File: config.mk
export PLATFORM = sky130hd
export DESIGN_NAME = dspwm_timer
export DESIGN_NICKNAME = d
export VERILOG_FILES = /design/src/logic/dspwm_timer.v
export VERILOG_INCLUDE_DIRS = /design/src /design/src/logic
export SDC_FILE = /design/constraint.sdc
export NUM_CORES = 1
export LEC_CHECK = 0
export ABC_AREA = 0
export BUFFER_PORTS_ARGS = -buffer_cell sky130_fd_sc_hd__buf_2
export CAP_MARGIN = 20
export CORE_MARGIN = 10
export CORE_UTILIZATION = 25
export CTS_BUF_LIST = sky130_fd_sc_hd__clkbuf_8
export CTS_CLUSTER_DIAMETER = 200
export DETAILED_ROUTE_END_ITERATION = 7
export GPL_TIMING_DRIVEN = 1
export MAX_ROUTING_LAYER = met4
export PLACE_DENSITY_LB_ADDON = 0.05
export SLEW_MARGIN = 0
export SYNTH_ARGS = -nofsm -noshare
export SYNTH_HDL_FRONTEND = slang
export SYNTH_SLANG_ARGS = --single-unit
File: constraint.sdc
create_clock -name clock -period 7.58 [get_ports clock]
set_clock_uncertainty 0.05 [all_clocks]
set_input_delay 1.137 -clock clock [delete_from_list [all_inputs] [get_ports clock]]
set_output_delay 1.137 -clock clock [all_outputs]
set_load 0.02 [all_outputs]
File: src/logic/dspwm_defs.vh
// Constants for the dual-slope PWM timer: register offsets, fields, modes.
// Assumes an AXI4-Lite master with 32-bit data; included by the timer module.
// Contract
// - Phase correct: overflow flag at BOTTOM
// - Phase correct: A/capture flag at TOP update
// - Fixed TOP masks compare bits on write
// - Phase correct loads compare buffers at TOP
// - Action two non-inverted, three inverted
// - Output reaches pin only when direction set
// - BOTTOM compare low, TOP compare high
// - Mode 11, action 1 toggles A
// - Divisors 1,8,64,256,1024; third adds 16,32
// - Modes 8, 9 are frequency correct
// - Clear on up match, set on down
// - Frequency correct TOP: capture or compare A
// - Hold TOP one tick then reverse
// - Compare flag set on every match
// - Frequency correct: load and overflow at BOTTOM
// - Frequency correct: A/capture flag at TOP
// - Mode 9, action 1 toggles A
// - Counter advances only on timer tick
// - Phase correct TOP sources by mode
// - Compare A writes go to buffer
`ifndef DSPWM_DEFS_VH
`define DSPWM_DEFS_VH
`define DSPWM_CTRL_OFF    8'h00
`define DSPWM_CNT_OFF     8'h04
`define DSPWM_CMPA_OFF    8'h08
`define DSPWM_CMPB_OFF    8'h0c
`define DSPWM_CAPTOP_OFF  8'h10
`define DSPWM_STATUS_OFF  8'h14
`define DSPWM_MODE_LSB    0
`define DSPWM_ACTA_LSB    4
`define DSPWM_ACTB_LSB    6
`define DSPWM_CLK_LSB     8
`define DSPWM_DIRA_BIT    12
`define DSPWM_DIRB_BIT    13
`define DSPWM_CTRL_MASK   32'h0000_3fff
`define DSPWM_ST_OVF      0
`define DSPWM_ST_CMPA     1
`define DSPWM_ST_CMPB     2
`define DSPWM_ST_CAP      3
`define DSPWM_ST_UP       4
`define DSPWM_MODE_PC8    4'h1
`define DSPWM_MODE_PC9    4'h2
`define DSPWM_MODE_PC10   4'h3
`define DSPWM_MODE_PFC_CAP 4'h8
`define DSPWM_MODE_PFC_A  4'h9
`define DSPWM_MODE_PC_CAP 4'ha
`define DSPWM_MODE_PC_A   4'hb
`define DSPWM_TOP8        16'h00ff
`define DSPWM_TOP9        16'h01ff
`define DSPWM_TOP10       16'h03ff
`define DSPWM_MAX         16'hffff
`define DSPWM_RESP_OKAY   2'h0
`define DSPWM_RESP_SLVERR 2'h2
`endif

File: src/logic/dspwm_timer.v
// Dual-slope 16-bit PWM timer with two compare channels and AXI4-Lite registers.
// Assumes one 200 MHz clock, synchronous active-high reset, inputs synchronous.
`timescale 1ns/1ps
`include "dspwm_defs.vh"
module dspwm_timer #(
  parameter HAS_EXTRA_DIV = 1'b0
) (
  input  wire        clock,
  input  wire        srst,
  input  wire [7:0]  s_axi_awaddr,
  input  wire        s_axi_awvalid,
  output reg         s_axi_awready,
  input  wire [31:0] s_axi_wdata,
  input  wire [3:0]  s_axi_wstrb,
  input  wire        s_axi_wvalid,
  output reg         s_axi_wready,
  output reg  [1:0]  s_axi_bresp,
  output reg         s_axi_bvalid,
  input  wire        s_axi_bready,
  input  wire [7:0]  s_axi_araddr,
  input  wire        s_axi_arvalid,
  output reg         s_axi_arready,
  output reg  [31:0] s_axi_rdata,
  output reg  [1:0]  s_axi_rresp,
  output reg         s_axi_rvalid,
  input  wire        s_axi_rready,
  output reg         waveOutputA,
  output reg         waveOutputAEn,
  output reg         waveOutputB,
  output reg         waveOutputBEn
);
  // Control fields
  reg  [13:0] ctrl;
  wire [3:0]  waveformMode = ctrl[`DSPWM_MODE_LSB +: 4];
  wire [1:0]  outputAActionSelect = ctrl[`DSPWM_ACTA_LSB +: 2];
  wire [1:0]  outputBActionSelect = ctrl[`DSPWM_ACTB_LSB +: 2];
  wire [2:0]  clockSelect = ctrl[`DSPWM_CLK_LSB +: 3];
  wire        pinDirectionA = ctrl[`DSPWM_DIRA_BIT];
  wire        pinDirectionB = ctrl[`DSPWM_DIRB_BIT];

  reg  [15:0] countValue;
  reg         countingUp;
  reg  [15:0] compareAValue;
  reg  [15:0] compareBValue;
  reg  [15:0] compareABuffer;
  reg  [15:0] compareBBuffer;
  reg  [15:0] captureTopValue;
  reg         overflowFlag;
  reg         compareMatchFlagA;
  reg         compareMatchFlagB;
  reg         captureFlag;
  reg  [9:0]  prescaleCount;
  reg         timerTick;

  // Mode decode
  wire isPfc = (waveformMode == `DSPWM_MODE_PFC_CAP) || (waveformMode == `DSPWM_MODE_PFC_A);
  wire isPc  = (waveformMode == `DSPWM_MODE_PC8) || (waveformMode == `DSPWM_MODE_PC9) ||
               (waveformMode == `DSPWM_MODE_PC10) || (waveformMode == `DSPWM_MODE_PC_CAP) ||
               (waveformMode == `DSPWM_MODE_PC_A);
  wire dualSlope = isPc || isPfc;
  wire topFromA = (waveformMode == `DSPWM_MODE_PC_A) || (waveformMode == `DSPWM_MODE_PFC_A);
  wire topFromCap = (waveformMode == `DSPWM_MODE_PC_CAP) ||
                    (waveformMode == `DSPWM_MODE_PFC_CAP);

  // TOP selection per mode
  reg [15:0] topValue;
  reg [15:0] fixedMask;
  always @* begin
    fixedMask = `DSPWM_MAX;
    case (waveformMode)
      `DSPWM_MODE_PC8:  fixedMask = `DSPWM_TOP8;
      `DSPWM_MODE_PC9:  fixedMask = `DSPWM_TOP9;
      `DSPWM_MODE_PC10: fixedMask = `DSPWM_TOP10;
      default:          fixedMask = `DSPWM_MAX;
    endcase
    if (topFromA)
      topValue = compareAValue;
    else if (topFromCap)
      topValue = captureTopValue;
    else
      topValue = fixedMask;
  end

  // Prescaler: divisor select 0 stops the timer
  reg tickDue;
  always @* begin
    case (clockSelect)
      3'h1:    tickDue = 1'b1;
      3'h2:    tickDue = (prescaleCount[2:0] == 3'h7);
      3'h3:    tickDue = (prescaleCount[5:0] == 6'h3f);
      3'h4:    tickDue = (prescaleCount[7:0] == 8'hff);
      3'h5:    tickDue = (prescaleCount == 10'h3ff);
      3'h6:    tickDue = HAS_EXTRA_DIV && (prescaleCount[3:0] == 4'hf);
      3'h7:    tickDue = HAS_EXTRA_DIV && (prescaleCount[4:0] == 5'h1f);
      default: tickDue = 1'b0;
    endcase
  end

  // Free-running prescaler counter and registered tick enable; the register
  // costs one cycle of latency but keeps the divider compare off the count path
  always @(posedge clock) begin
    if (srst) begin
      prescaleCount <= 10'h000;
      timerTick     <= 1'b0;
    end else begin
      prescaleCount <= prescaleCount + 10'h001;
      timerTick     <= tickDue;
    end
  end

  // Events on this tick
  wire atTop    = (countValue == topValue);
  wire atBottom = (countValue == 16'h0000);
  wire matchA   = timerTick && (countValue == compareAValue);
  wire matchB   = timerTick && (countValue == compareBValue);
  wire topEvt   = timerTick && dualSlope && atTop;
  wire botEvt   = timerTick && dualSlope && atBottom;
  wire loadEvt  = isPc ? topEvt : botEvt;

  // Output action per channel; a match follows the slope given by matchUp, not the count direction
  function nextWave;
    input       cur;
    input [1:0] act;
    input       match;
    input       up;
    input       toggleOk;
    begin
      nextWave = cur;
      if (match) begin
        case (act)
          2'h1:    nextWave = toggleOk ? ~cur : cur;
          2'h2:    nextWave = ~up;
          2'h3:    nextWave = up;
          default: nextWave = cur;
        endcase
      end
    end
  endfunction

  // Bus handshake decode
  wire wrFire = s_axi_awvalid && s_axi_wvalid && !s_axi_bvalid && s_axi_awready && s_axi_wready;
  wire wrCtrl = wrFire && (s_axi_awaddr == `DSPWM_CTRL_OFF);
  wire wrCnt  = wrFire && (s_axi_awaddr == `DSPWM_CNT_OFF);
  wire wrCmpA = wrFire && (s_axi_awaddr == `DSPWM_CMPA_OFF);
  wire wrCmpB = wrFire && (s_axi_awaddr == `DSPWM_CMPB_OFF);
  wire wrCap  = wrFire && (s_axi_awaddr == `DSPWM_CAPTOP_OFF);
  wire wrStat = wrFire && (s_axi_awaddr == `DSPWM_STATUS_OFF);
  wire [31:0] clearBits = wrStat ? s_axi_wdata : 32'h0000_0000;
  wire [15:0] maskedWr  = s_axi_wdata[15:0] & fixedMask;

  // Next count and direction; a count write from the bus wins over the tick
  reg [15:0] next_countValue;
  reg        next_countingUp;
  always @* begin
    next_countValue = countValue;
    next_countingUp = countingUp;
    if (wrCnt) begin
      next_countValue = s_axi_wdata[15:0];
    end else if (timerTick && dualSlope) begin
      // TOP holds for the one tick on which it is reached, then the slope turns
      if (atTop) begin
        next_countingUp = 1'b0;
        next_countValue = countValue - 16'h0001;
      end else if (atBottom) begin
        next_countingUp = 1'b1;
        next_countValue = countValue + 16'h0001;
      end else if (countingUp) begin
        next_countValue = countValue + 16'h0001;
      end else begin
        next_countValue = countValue - 16'h0001;
      end
    end
  end

  // Compare values follow their buffers at once outside the dual-slope modes,
  // since there no period exists whose ends a late update could spoil
  wire [15:0] next_compareAValue = wrCmpA ? maskedWr : compareABuffer;
  wire [15:0] next_compareBValue = wrCmpB ? maskedWr : compareBBuffer;
  wire        compareLoad        = loadEvt || !dualSlope;

  // Counter, direction and double buffers; the count and direction advance only on the tick
  always @(posedge clock) begin
    if (srst) begin
      countValue     <= 16'h0000;
      countingUp     <= 1'b1;
      compareAValue  <= 16'h0000;
      compareBValue  <= 16'h0000;
      compareABuffer <= 16'h0000;
      compareBBuffer <= 16'h0000;
    end else begin
      if (wrCmpA)
        compareABuffer <= maskedWr;
      if (wrCmpB)
        compareBBuffer <= maskedWr;
      if (compareLoad) begin
        compareAValue <= next_compareAValue;
        compareBValue <= next_compareBValue;
      end
      countValue <= next_countValue;
      countingUp <= next_countingUp;
    end
  end

  // Sticky flags; a set in the same cycle as a clear wins
  always @(posedge clock) begin
    if (srst) begin
      overflowFlag      <= 1'b0;
      compareMatchFlagA <= 1'b0;
      compareMatchFlagB <= 1'b0;
      captureFlag       <= 1'b0;
    end else begin
      overflowFlag <= botEvt | (overflowFlag & ~clearBits[`DSPWM_ST_OVF]);
      compareMatchFlagA <= matchA | (topFromA & topEvt) |
                           (compareMatchFlagA & ~clearBits[`DSPWM_ST_CMPA]);
      compareMatchFlagB <= matchB | (compareMatchFlagB & ~clearBits[`DSPWM_ST_CMPB]);
      captureFlag <= (topFromCap & topEvt) |
                     (captureFlag & ~clearBits[`DSPWM_ST_CAP]);
    end
  end

  // Slope that a match is judged against. A match at TOP is taken as a
  // down-count and one at BOTTOM as an up-count, so a compare value at either
  // end lands on the level that the turn keeps: under action two low for BOTTOM, high for TOP; under action three the reverse
  wire matchUp = atTop ? 1'b0 : (atBottom ? 1'b1 : countingUp);

  // Per-channel inputs gathered so that one loop serves both channels
  wire [1:0] chanMatch    = {matchB, matchA};
  wire [3:0] chanAction   = {outputBActionSelect, outputAActionSelect};
  wire [1:0] chanToggleOk = {1'b0, topFromA}; // Only channel A may toggle
  wire [1:0] waveLevel;

  // Waveform register per channel; it holds while no dual-slope mode is set
  genvar ch;
  generate
    for (ch = 0; ch < 2; ch = ch + 1) begin : gen_wave
      reg level;
      always @(posedge clock) begin
        if (srst) begin
          level <= 1'b0;
        end else if (dualSlope) begin
          level <= nextWave(level, chanAction[2 * ch +: 2], chanMatch[ch], matchUp,
                            chanToggleOk[ch]);
        end
      end
      assign waveLevel[ch] = level;
    end
  endgenerate

  // Pin drive gated by direction bit
  always @(posedge clock) begin
    if (srst) begin
      waveOutputA   <= 1'b0;
      waveOutputAEn <= 1'b0;
      waveOutputB   <= 1'b0;
      waveOutputBEn <= 1'b0;
    end else begin
      waveOutputA   <= waveLevel[0];
      waveOutputB   <= waveLevel[1];
      waveOutputAEn <= pinDirectionA && (outputAActionSelect != 2'h0);
      waveOutputBEn <= pinDirectionB && (outputBActionSelect[1]);
    end
  end

  // Control and capture-top registers. The capture TOP is not double buffered:
  // a value written below the running count is missed, and the counter then
  // runs on to the 16-bit end and wraps before it can meet TOP again
  always @(posedge clock) begin
    if (srst) begin
      ctrl            <= 14'h0000;
      captureTopValue <= 16'h0000;
    end else begin
      if (wrCtrl)
        ctrl <= s_axi_wdata[13:0];
      if (wrCap)
        captureTopValue <= s_axi_wdata[15:0]; // Not buffered: takes effect at once
    end
  end

  // AXI write channel: take address and data together, answer one cycle later
  wire wrMapped = (s_axi_awaddr == `DSPWM_CTRL_OFF) || (s_axi_awaddr == `DSPWM_CNT_OFF) ||
                  (s_axi_awaddr == `DSPWM_CMPA_OFF) || (s_axi_awaddr == `DSPWM_CMPB_OFF) ||
                  (s_axi_awaddr == `DSPWM_CAPTOP_OFF) || (s_axi_awaddr == `DSPWM_STATUS_OFF);
  always @(posedge clock) begin
    if (srst) begin
      s_axi_awready <= 1'b0;
      s_axi_wready  <= 1'b0;
      s_axi_bvalid  <= 1'b0;
      s_axi_bresp   <= `DSPWM_RESP_OKAY;
    end else begin
      s_axi_awready <= s_axi_awvalid && s_axi_wvalid && !s_axi_bvalid && !wrFire;
      s_axi_wready  <= s_axi_awvalid && s_axi_wvalid && !s_axi_bvalid && !wrFire;
      if (wrFire) begin
        s_axi_awready <= 1'b0;
        s_axi_wready  <= 1'b0;
        s_axi_bvalid  <= 1'b1;
        s_axi_bresp   <= wrMapped ? `DSPWM_RESP_OKAY : `DSPWM_RESP_SLVERR;
      end else if (s_axi_bvalid && s_axi_bready)
        s_axi_bvalid <= 1'b0;
    end
  end

  // Status word; bit 4 shows the slope so software can tell the half period
  wire [31:0] statusWord = {27'h0,
                            countingUp,        // Bit 4
                            captureFlag,       // Bit 3
                            compareMatchFlagB, // Bit 2
                            compareMatchFlagA, // Bit 1
                            overflowFlag};     // Bit 0

  // AXI read channel: state read back, unmapped answers SLVERR with zero
  reg [31:0] readMux;
  reg        rdMapped;
  always @* begin
    rdMapped = 1'b1;
    case (s_axi_araddr)
      `DSPWM_CTRL_OFF:   readMux = {18'h0, ctrl};
      `DSPWM_CNT_OFF:    readMux = {16'h0000, countValue};
      `DSPWM_CMPA_OFF:   readMux = {16'h0000, compareABuffer};
      `DSPWM_CMPB_OFF:   readMux = {16'h0000, compareBBuffer};
      `DSPWM_CAPTOP_OFF: readMux = {16'h0000, captureTopValue};
      `DSPWM_STATUS_OFF: readMux = statusWord;
      default: begin
        readMux  = 32'h0000_0000;
        rdMapped = 1'b0;
      end
    endcase
  end

  always @(posedge clock) begin
    if (srst) begin
      s_axi_arready <= 1'b0;
      s_axi_rvalid  <= 1'b0;
      s_axi_rdata   <= 32'h0000_0000;
      s_axi_rresp   <= `DSPWM_RESP_OKAY;
    end else begin
      s_axi_arready <= s_axi_arvalid && !s_axi_rvalid && !s_axi_arready;
      if (s_axi_arvalid && s_axi_arready) begin
        s_axi_rvalid <= 1'b1;
        s_axi_rdata  <= readMux;
        s_axi_rresp  <= rdMapped ? `DSPWM_RESP_OKAY : `DSPWM_RESP_SLVERR;
      end else if (s_axi_rvalid && s_axi_rready)
        s_axi_rvalid <= 1'b0;
    end
  end
endmodule

### Word level (Yosys, flattened, before mapping)

Index checks and enable logic that the tools add are counted.

* bits in writable memories: 0
* memories: 0
* latch bits: 0
* output and inout port bits: 45
* flip-flop bits (word level): 172
* memory bits (read-only): 0
* input port bits: 59

* reductions and logical operators: 56
* multipliers: 0
* muxes and demuxes: 26
* div/mod/pow operators: 0
* $lt $le $gt $ge: 0
* eq/ne operators: 35
* bitwise gates (word level): 19
* shift-type cells: 0
* add/subtract/negate cells: 3

Operators by type and width (number)
* two-way mux 16 bit: 9
* case mux 16 bit (6 select lines): 1
* equality test 16 bit: 3
* case mux 16 bit (3 select lines): 1
* equality test 8 x 4 -> 1 bit, second input constant: 4
* equality test 8 x 5 -> 1 bit, second input constant: 4
* logical AND 1 bit: 23
* adder 16 x 1 -> 16 bit, second input constant: 1
* AND 16 bit: 1
* equality test 4 bit, second input constant: 4
* equality test 8 x 3 -> 1 bit, second input constant: 2
* zero test 16 bit: 1
* zero test 8 bit: 2
* subtractor 16 x 1 -> 16 bit, second input constant: 1
* logical OR 1 bit: 14
* adder 10 x 1 -> 10 bit, second input constant: 1
* equality test 10 bit, second input constant: 1
* nonzero test 2 bit: 5
* equality test 3 bit, second input constant: 3
* two-way mux 1 bit: 9
* equality test 2 bit, second input constant: 4
* equality test 4 x 2 -> 1 bit, second input constant: 2
* equality test 8 bit, second input constant: 1
* NOT 1 bit: 7
* 20 further kinds: 35

### Depth between registers and ports, before layout

* depth in word-level cells: 11
* mapped depth: 13
* depth with buffers taken out: 10

### Worst setup path before layout

OpenSTA, ideal clock, no wires.

* kind: input -> register
* start point: input s_axi_awaddr[1]
* end point: register compareAValue[0]
* stages on the path: 10
* required time: 7409 ps
* arrival: 3357 ps
* setup time: 121 ps
* path slack: 4052 ps
* path through: or4_1 -> or3_1 -> nor2_1 -> nand2_1 -> or2_2 -> clkbuf_1 -> clkbuf_1 -> nand2_1 -> a21oi_1 -> mux2_2

* cells in the longest elaborated chain, start to end: 3

RTL lines
* start, declared: RTL line dspwm_timer.v:10 `input wire [7:0] s_axi_awaddr,`
* equality test 8 x 4 -> 1 bit (no line)
* logical AND 1 bit: RTL line dspwm_timer.v:144 `` wire wrCmpA = wrFire && (s_axi_awaddr == `DSPWM_CMPA_OFF); ``
* two-way mux 16 bit
* end signal, assigned: RTL line dspwm_timer.v:196 `compareAValue <= next_compareAValue;`
* end, declared: RTL line dspwm_timer.v:43 `reg [15:0] compareAValue;`

Every way passes these cells.
A chain may end at the register's enable or synchronous reset.

### Worst setup path after layout

* start point: register ctrl[0]
* end point: register countValue[15]

* cells in the longest elaborated chain, start to end: 8

RTL lines
* start, declared: RTL line dspwm_timer.v:33 `reg [13:0] ctrl;`
* start signal, assigned: RTL line dspwm_timer.v:273 `ctrl <= s_axi_wdata[13:0];`
* equality test 4 x 2 -> 1 bit, or another cell as far along: RTL line dspwm_timer.v:70 `case (waveformMode)`
* case mux 16 bit (3 select lines), or another cell as far along: RTL line dspwm_timer.v:70
* two-way mux 16 bit / logical OR 1 bit (equally long branches): RTL line dspwm_timer.v:78, dspwm_timer.v:57
* two-way mux 16 bit / logical OR 1 bit (equally long branches): RTL line dspwm_timer.v:76, dspwm_timer.v:57
* equality test 16 bit / logical OR 1 bit (equally long branches): RTL line dspwm_timer.v:112, dspwm_timer.v:57
* two-way mux 16 bit / logical OR 1 bit (equally long branches): RTL line dspwm_timer.v:161, dspwm_timer.v:60
* two-way mux 16 bit / logical AND 1 bit (equally long branches): RTL line dspwm_timer.v:159 `end else if (timerTick && dualSlope) begin`
* two-way mux 16 bit / nonzero test 2 bit (equally long branches)
* end signal, assigned: RTL line dspwm_timer.v:199 `countValue <= next_countValue;`
* end, declared: RTL line dspwm_timer.v:41 `reg [15:0] countValue;`

Parallel ways exist; a longest one is shown, timed or not. The select of a mux whose other input is x is not followed.

==> impl_metrics.json <==
{
  "status": "completed",
  "timing.setup.tns_ns": 0,
  "post_cts_buffers": 0,
  "critPathSlowestCell": "nand2_1",
  "h-tree-depth": 4,
  "relSlewSlack": 0.303,
  "ys_types": 66,
  "insertion_delay_ns": 0.47,
  "synth_edf_count": 0,
  "ant_nets": 0,
  "area_growth_pct": 12.1,
  "drv_cap": 0,
  "synth_async_sr_flop_share": 0,
  "place.gp.congestion": 0.771,
  "critPathRequiredTime_ns": 7.89,
  "clock_sinks": 154,
  "crit_buf_inv": 2,
  "hp-class": "reg -> reg",
  "multiInputGateArea_um2": 4680,
  "die_w_um": 201,
  "synth-seq-area-share": 0.375,
  "die_height_um": 201,
  "fmax_ghz": 0.256,
  "grt_first_pass_wirelength_um": 46800,
  "hold_viol": 0,
  "numCtsBuffers": 17,
  "grt_max_degree": 75,
  "antenna_cells": 0,
  "ios": 104,
  "drc_errors": 0,
  "p_per_area_nw_per_um2": 166,
  "dp_hpwl_um": 22500,
  "fin_cells": 1477,
  "cts_resized": 0,
  "p_leak_nw": 3.41,
  "grt_usage": 0.156,
  "synth-seq-cells": 154,
  "clock_path_buffers": 2,
  "worstSetupPathType": "reg -> reg",
  "path_max_fanout": 18,
  "place_inst": 1445,
  "slowest_delay_ns": 0.63,
  "nets": 1085,
  "critical_path.endpoint_type": "flop",
  "ir_drop_mv": 0.0939,
  "postCtsHoldBufs": 0,
  "grt_setup_unrepaired": "false",
  "gr-total-overflow": 0,
  "synth_ff_type": "dfxtp_1",
  "worst_slew_pin_slew_ns": 1.04,
  "crit_family": "simple AND/OR/NAND/NOR gates",
  "post_drt_wl_per_cell_um": 20.9,
  "initial_core_util": 0.253,
  "rows": 66,
  "yosysWarningCount": 0,
  "antenna_found_initial": 0,
  "cts_tree": "yes",
  "fillers": 3578,
  "port_buffers": 65,
  "syn_inst": 1002,
  "layout_min_cycle_time_ns": 3.91,
  "fin_util": 0.284,
  "wl_um": 30900,
  "drive_gt1_frac": 0.165,
  "synthesis.area_um2": 8210,
  "slew_viol_final": 0,
  "syn_area_per_cell_um2": 8.20,
  "viasPerCell": 4.78,
  "grt_pass1_vias": 6851,
  "fin_crit_sh": 0.516,
  "vias": 7062,
  "seq_area_um2": 3080,
  "drtIter0Drc": 534,
  "root_buffer": "clkbuf_8",
  "worst_setup_path_start_kind": "flop",
  "path_clk_slew_ns": 0.09,
  "firstDrtPassIters": 5,
  "path_cells": "buf_4 -> o211ai_1 -> buf_4 -> o21ai_0 -> nand2_1 -> or3_1 -> or4b_1 -> mux2i_1 -> or4b_1 -> nand3_1",
  "die_area_um2": 40500,
  "arrival_ns": 4.22,
  "core_region_area_um2": 32500,
  "setup_violations": 0
}
## synthesized netlist by cell type (6+ instances only)
cell      instances  area share
o21ai_0          16      0.0098
nand3_1          41       0.025
xnor2_1          27       0.029
a22o_1           11       0.012
and2_1            6      0.0046
a221oi_1          7      0.0075
nor4_1           19       0.014
nand4_1          20       0.015
mux2_2           42       0.058
dfxtp_1         154        0.38
xor2_1           20       0.021
mux2i_1          19       0.023
or3_1             8      0.0061
buf_1             6      0.0027
nor2_1           50       0.023
and3_1           23       0.018
clkbuf_1         57       0.026
nand2_1         161       0.074
nor3_1           17       0.010
or4_1             6      0.0055
buf_4            24       0.022
a22oi_1          11       0.010
nor2b_1          39       0.030
a21oi_1         120       0.073
inv_1            16      0.0073
## kinds of logic after synthesis
group / after synthesis / share of synthesized area
and+or+nand+nor: 409 / 0.245
AOI/OAI and AO/OA: 202 / 0.151
DFF: 154 / 0.375
buffers and inverters: 113 / 0.0670
muxes: 72 / 0.105
xor gates and xnor gates: 47 / 0.0501
adders and majority gates: 4 / 0.00609
other: 1 / 0.000457
## where the power goes
group	internal [mW]	switching [mW]
Combinational	0.0182	0.0607
Clock	0.306	0.333
Sequential	0.812	0.00287
## final timing paths
check	startpoint	endpoint	slack [ns]	depth (start not counted)
setup / recovery	ctrl[0]$_SDFFE_PP0P_	countValue[15]$_SDFFE_PP0P_	3.67	10
setup reg to reg	ctrl[0]$_SDFFE_PP0P_	countValue[15]$_SDFFE_PP0P_	3.67	10
hold / removal	s_axi_rvalid$_SDFFE_PP0P_	s_axi_arready$_SDFF_PP0_	0.41	1
hold reg to reg	s_axi_rvalid$_SDFFE_PP0P_	s_axi_arready$_SDFF_PP0_	0.41	1
## cell usage in the layout (no fill, tap or decap), types with 15 or more instances in the layout
cell type / instances
nor4_1: 18
nand3_1: 41
nand4_1: 20
inv_1: 18
a21oi_1: 120
mux2_2: 42
and3_1: 23
nand2_1: 161
xor2_1: 20
nor2_1: 50
nor3_1: 15
buf_2: 64
o21ai_0: 16
mux2i_1: 19
buf_4: 16
nor2b_1: 39
conb_1: 18
xnor2_1: 27
clkbuf_8: 19
dfxtp_1: 154
## worst reg2reg max path, cell delays in order (launching register included)
cell,delay [ns]
dfxtp_1,0.62
buf_4,0.36
o211ai_1,0.14
buf_4,0.22
o21ai_0,0.32
nand2_1,0.63
or3_1,0.58
or4b_1,0.51
mux2i_1,0.18
or4b_1,0.14
nand3_1,0.07
## area by class of cell
class,instances,area share
Clock buffer,19,0.0284
Timing Repair Buffer,80,0.0478
Clock inverter,13,0.0140
Sequential cell,154,0.335
Multi-Input combinational cell,752,0.508
Tap cell,442,0.0600
Inverter,17,0.00693
## state kept, by name, summed over array words and instances (netlist names), 2 cells and up
signal / count
compareABuffer: 16
gen_wave.level: 2
countValue: 16
compareBValue: 16
prescaleCount: 10
captureTopValue: 16
compareAValue: 16
s_axi_rdata: 16
ctrl: 14
compareBBuffer: 16
## per-layer routing
layer	global-route usage	vias up	wire [um]
met5	-	-	0
met4	0.0295	0	187
met3	0.0236	12	772
met2	0.245	110	14600
met1	0.209	3408	15400
li1	-	3532	-
## stage by stage
stage | power (mW) | cell area, um^2 | hold slack, ns | setup slack, ns
final | 1.53 | 9210 | 0.409 | 3.67
after global routing | 1.60 | 9210 | 0.437 | 3.28
after CTS | 1.56 | 9210 | 0.413 | 3.65
after detailed placement | 0.914 | 8820 | 0.398 | 3.50
after global placement | 0.915 | 8820 | 0.390 | 3.52
after floorplan | 0.881 | 8280 | 0.380 | 4.05
Note: power is estimated with default switching activity, not from simulation.
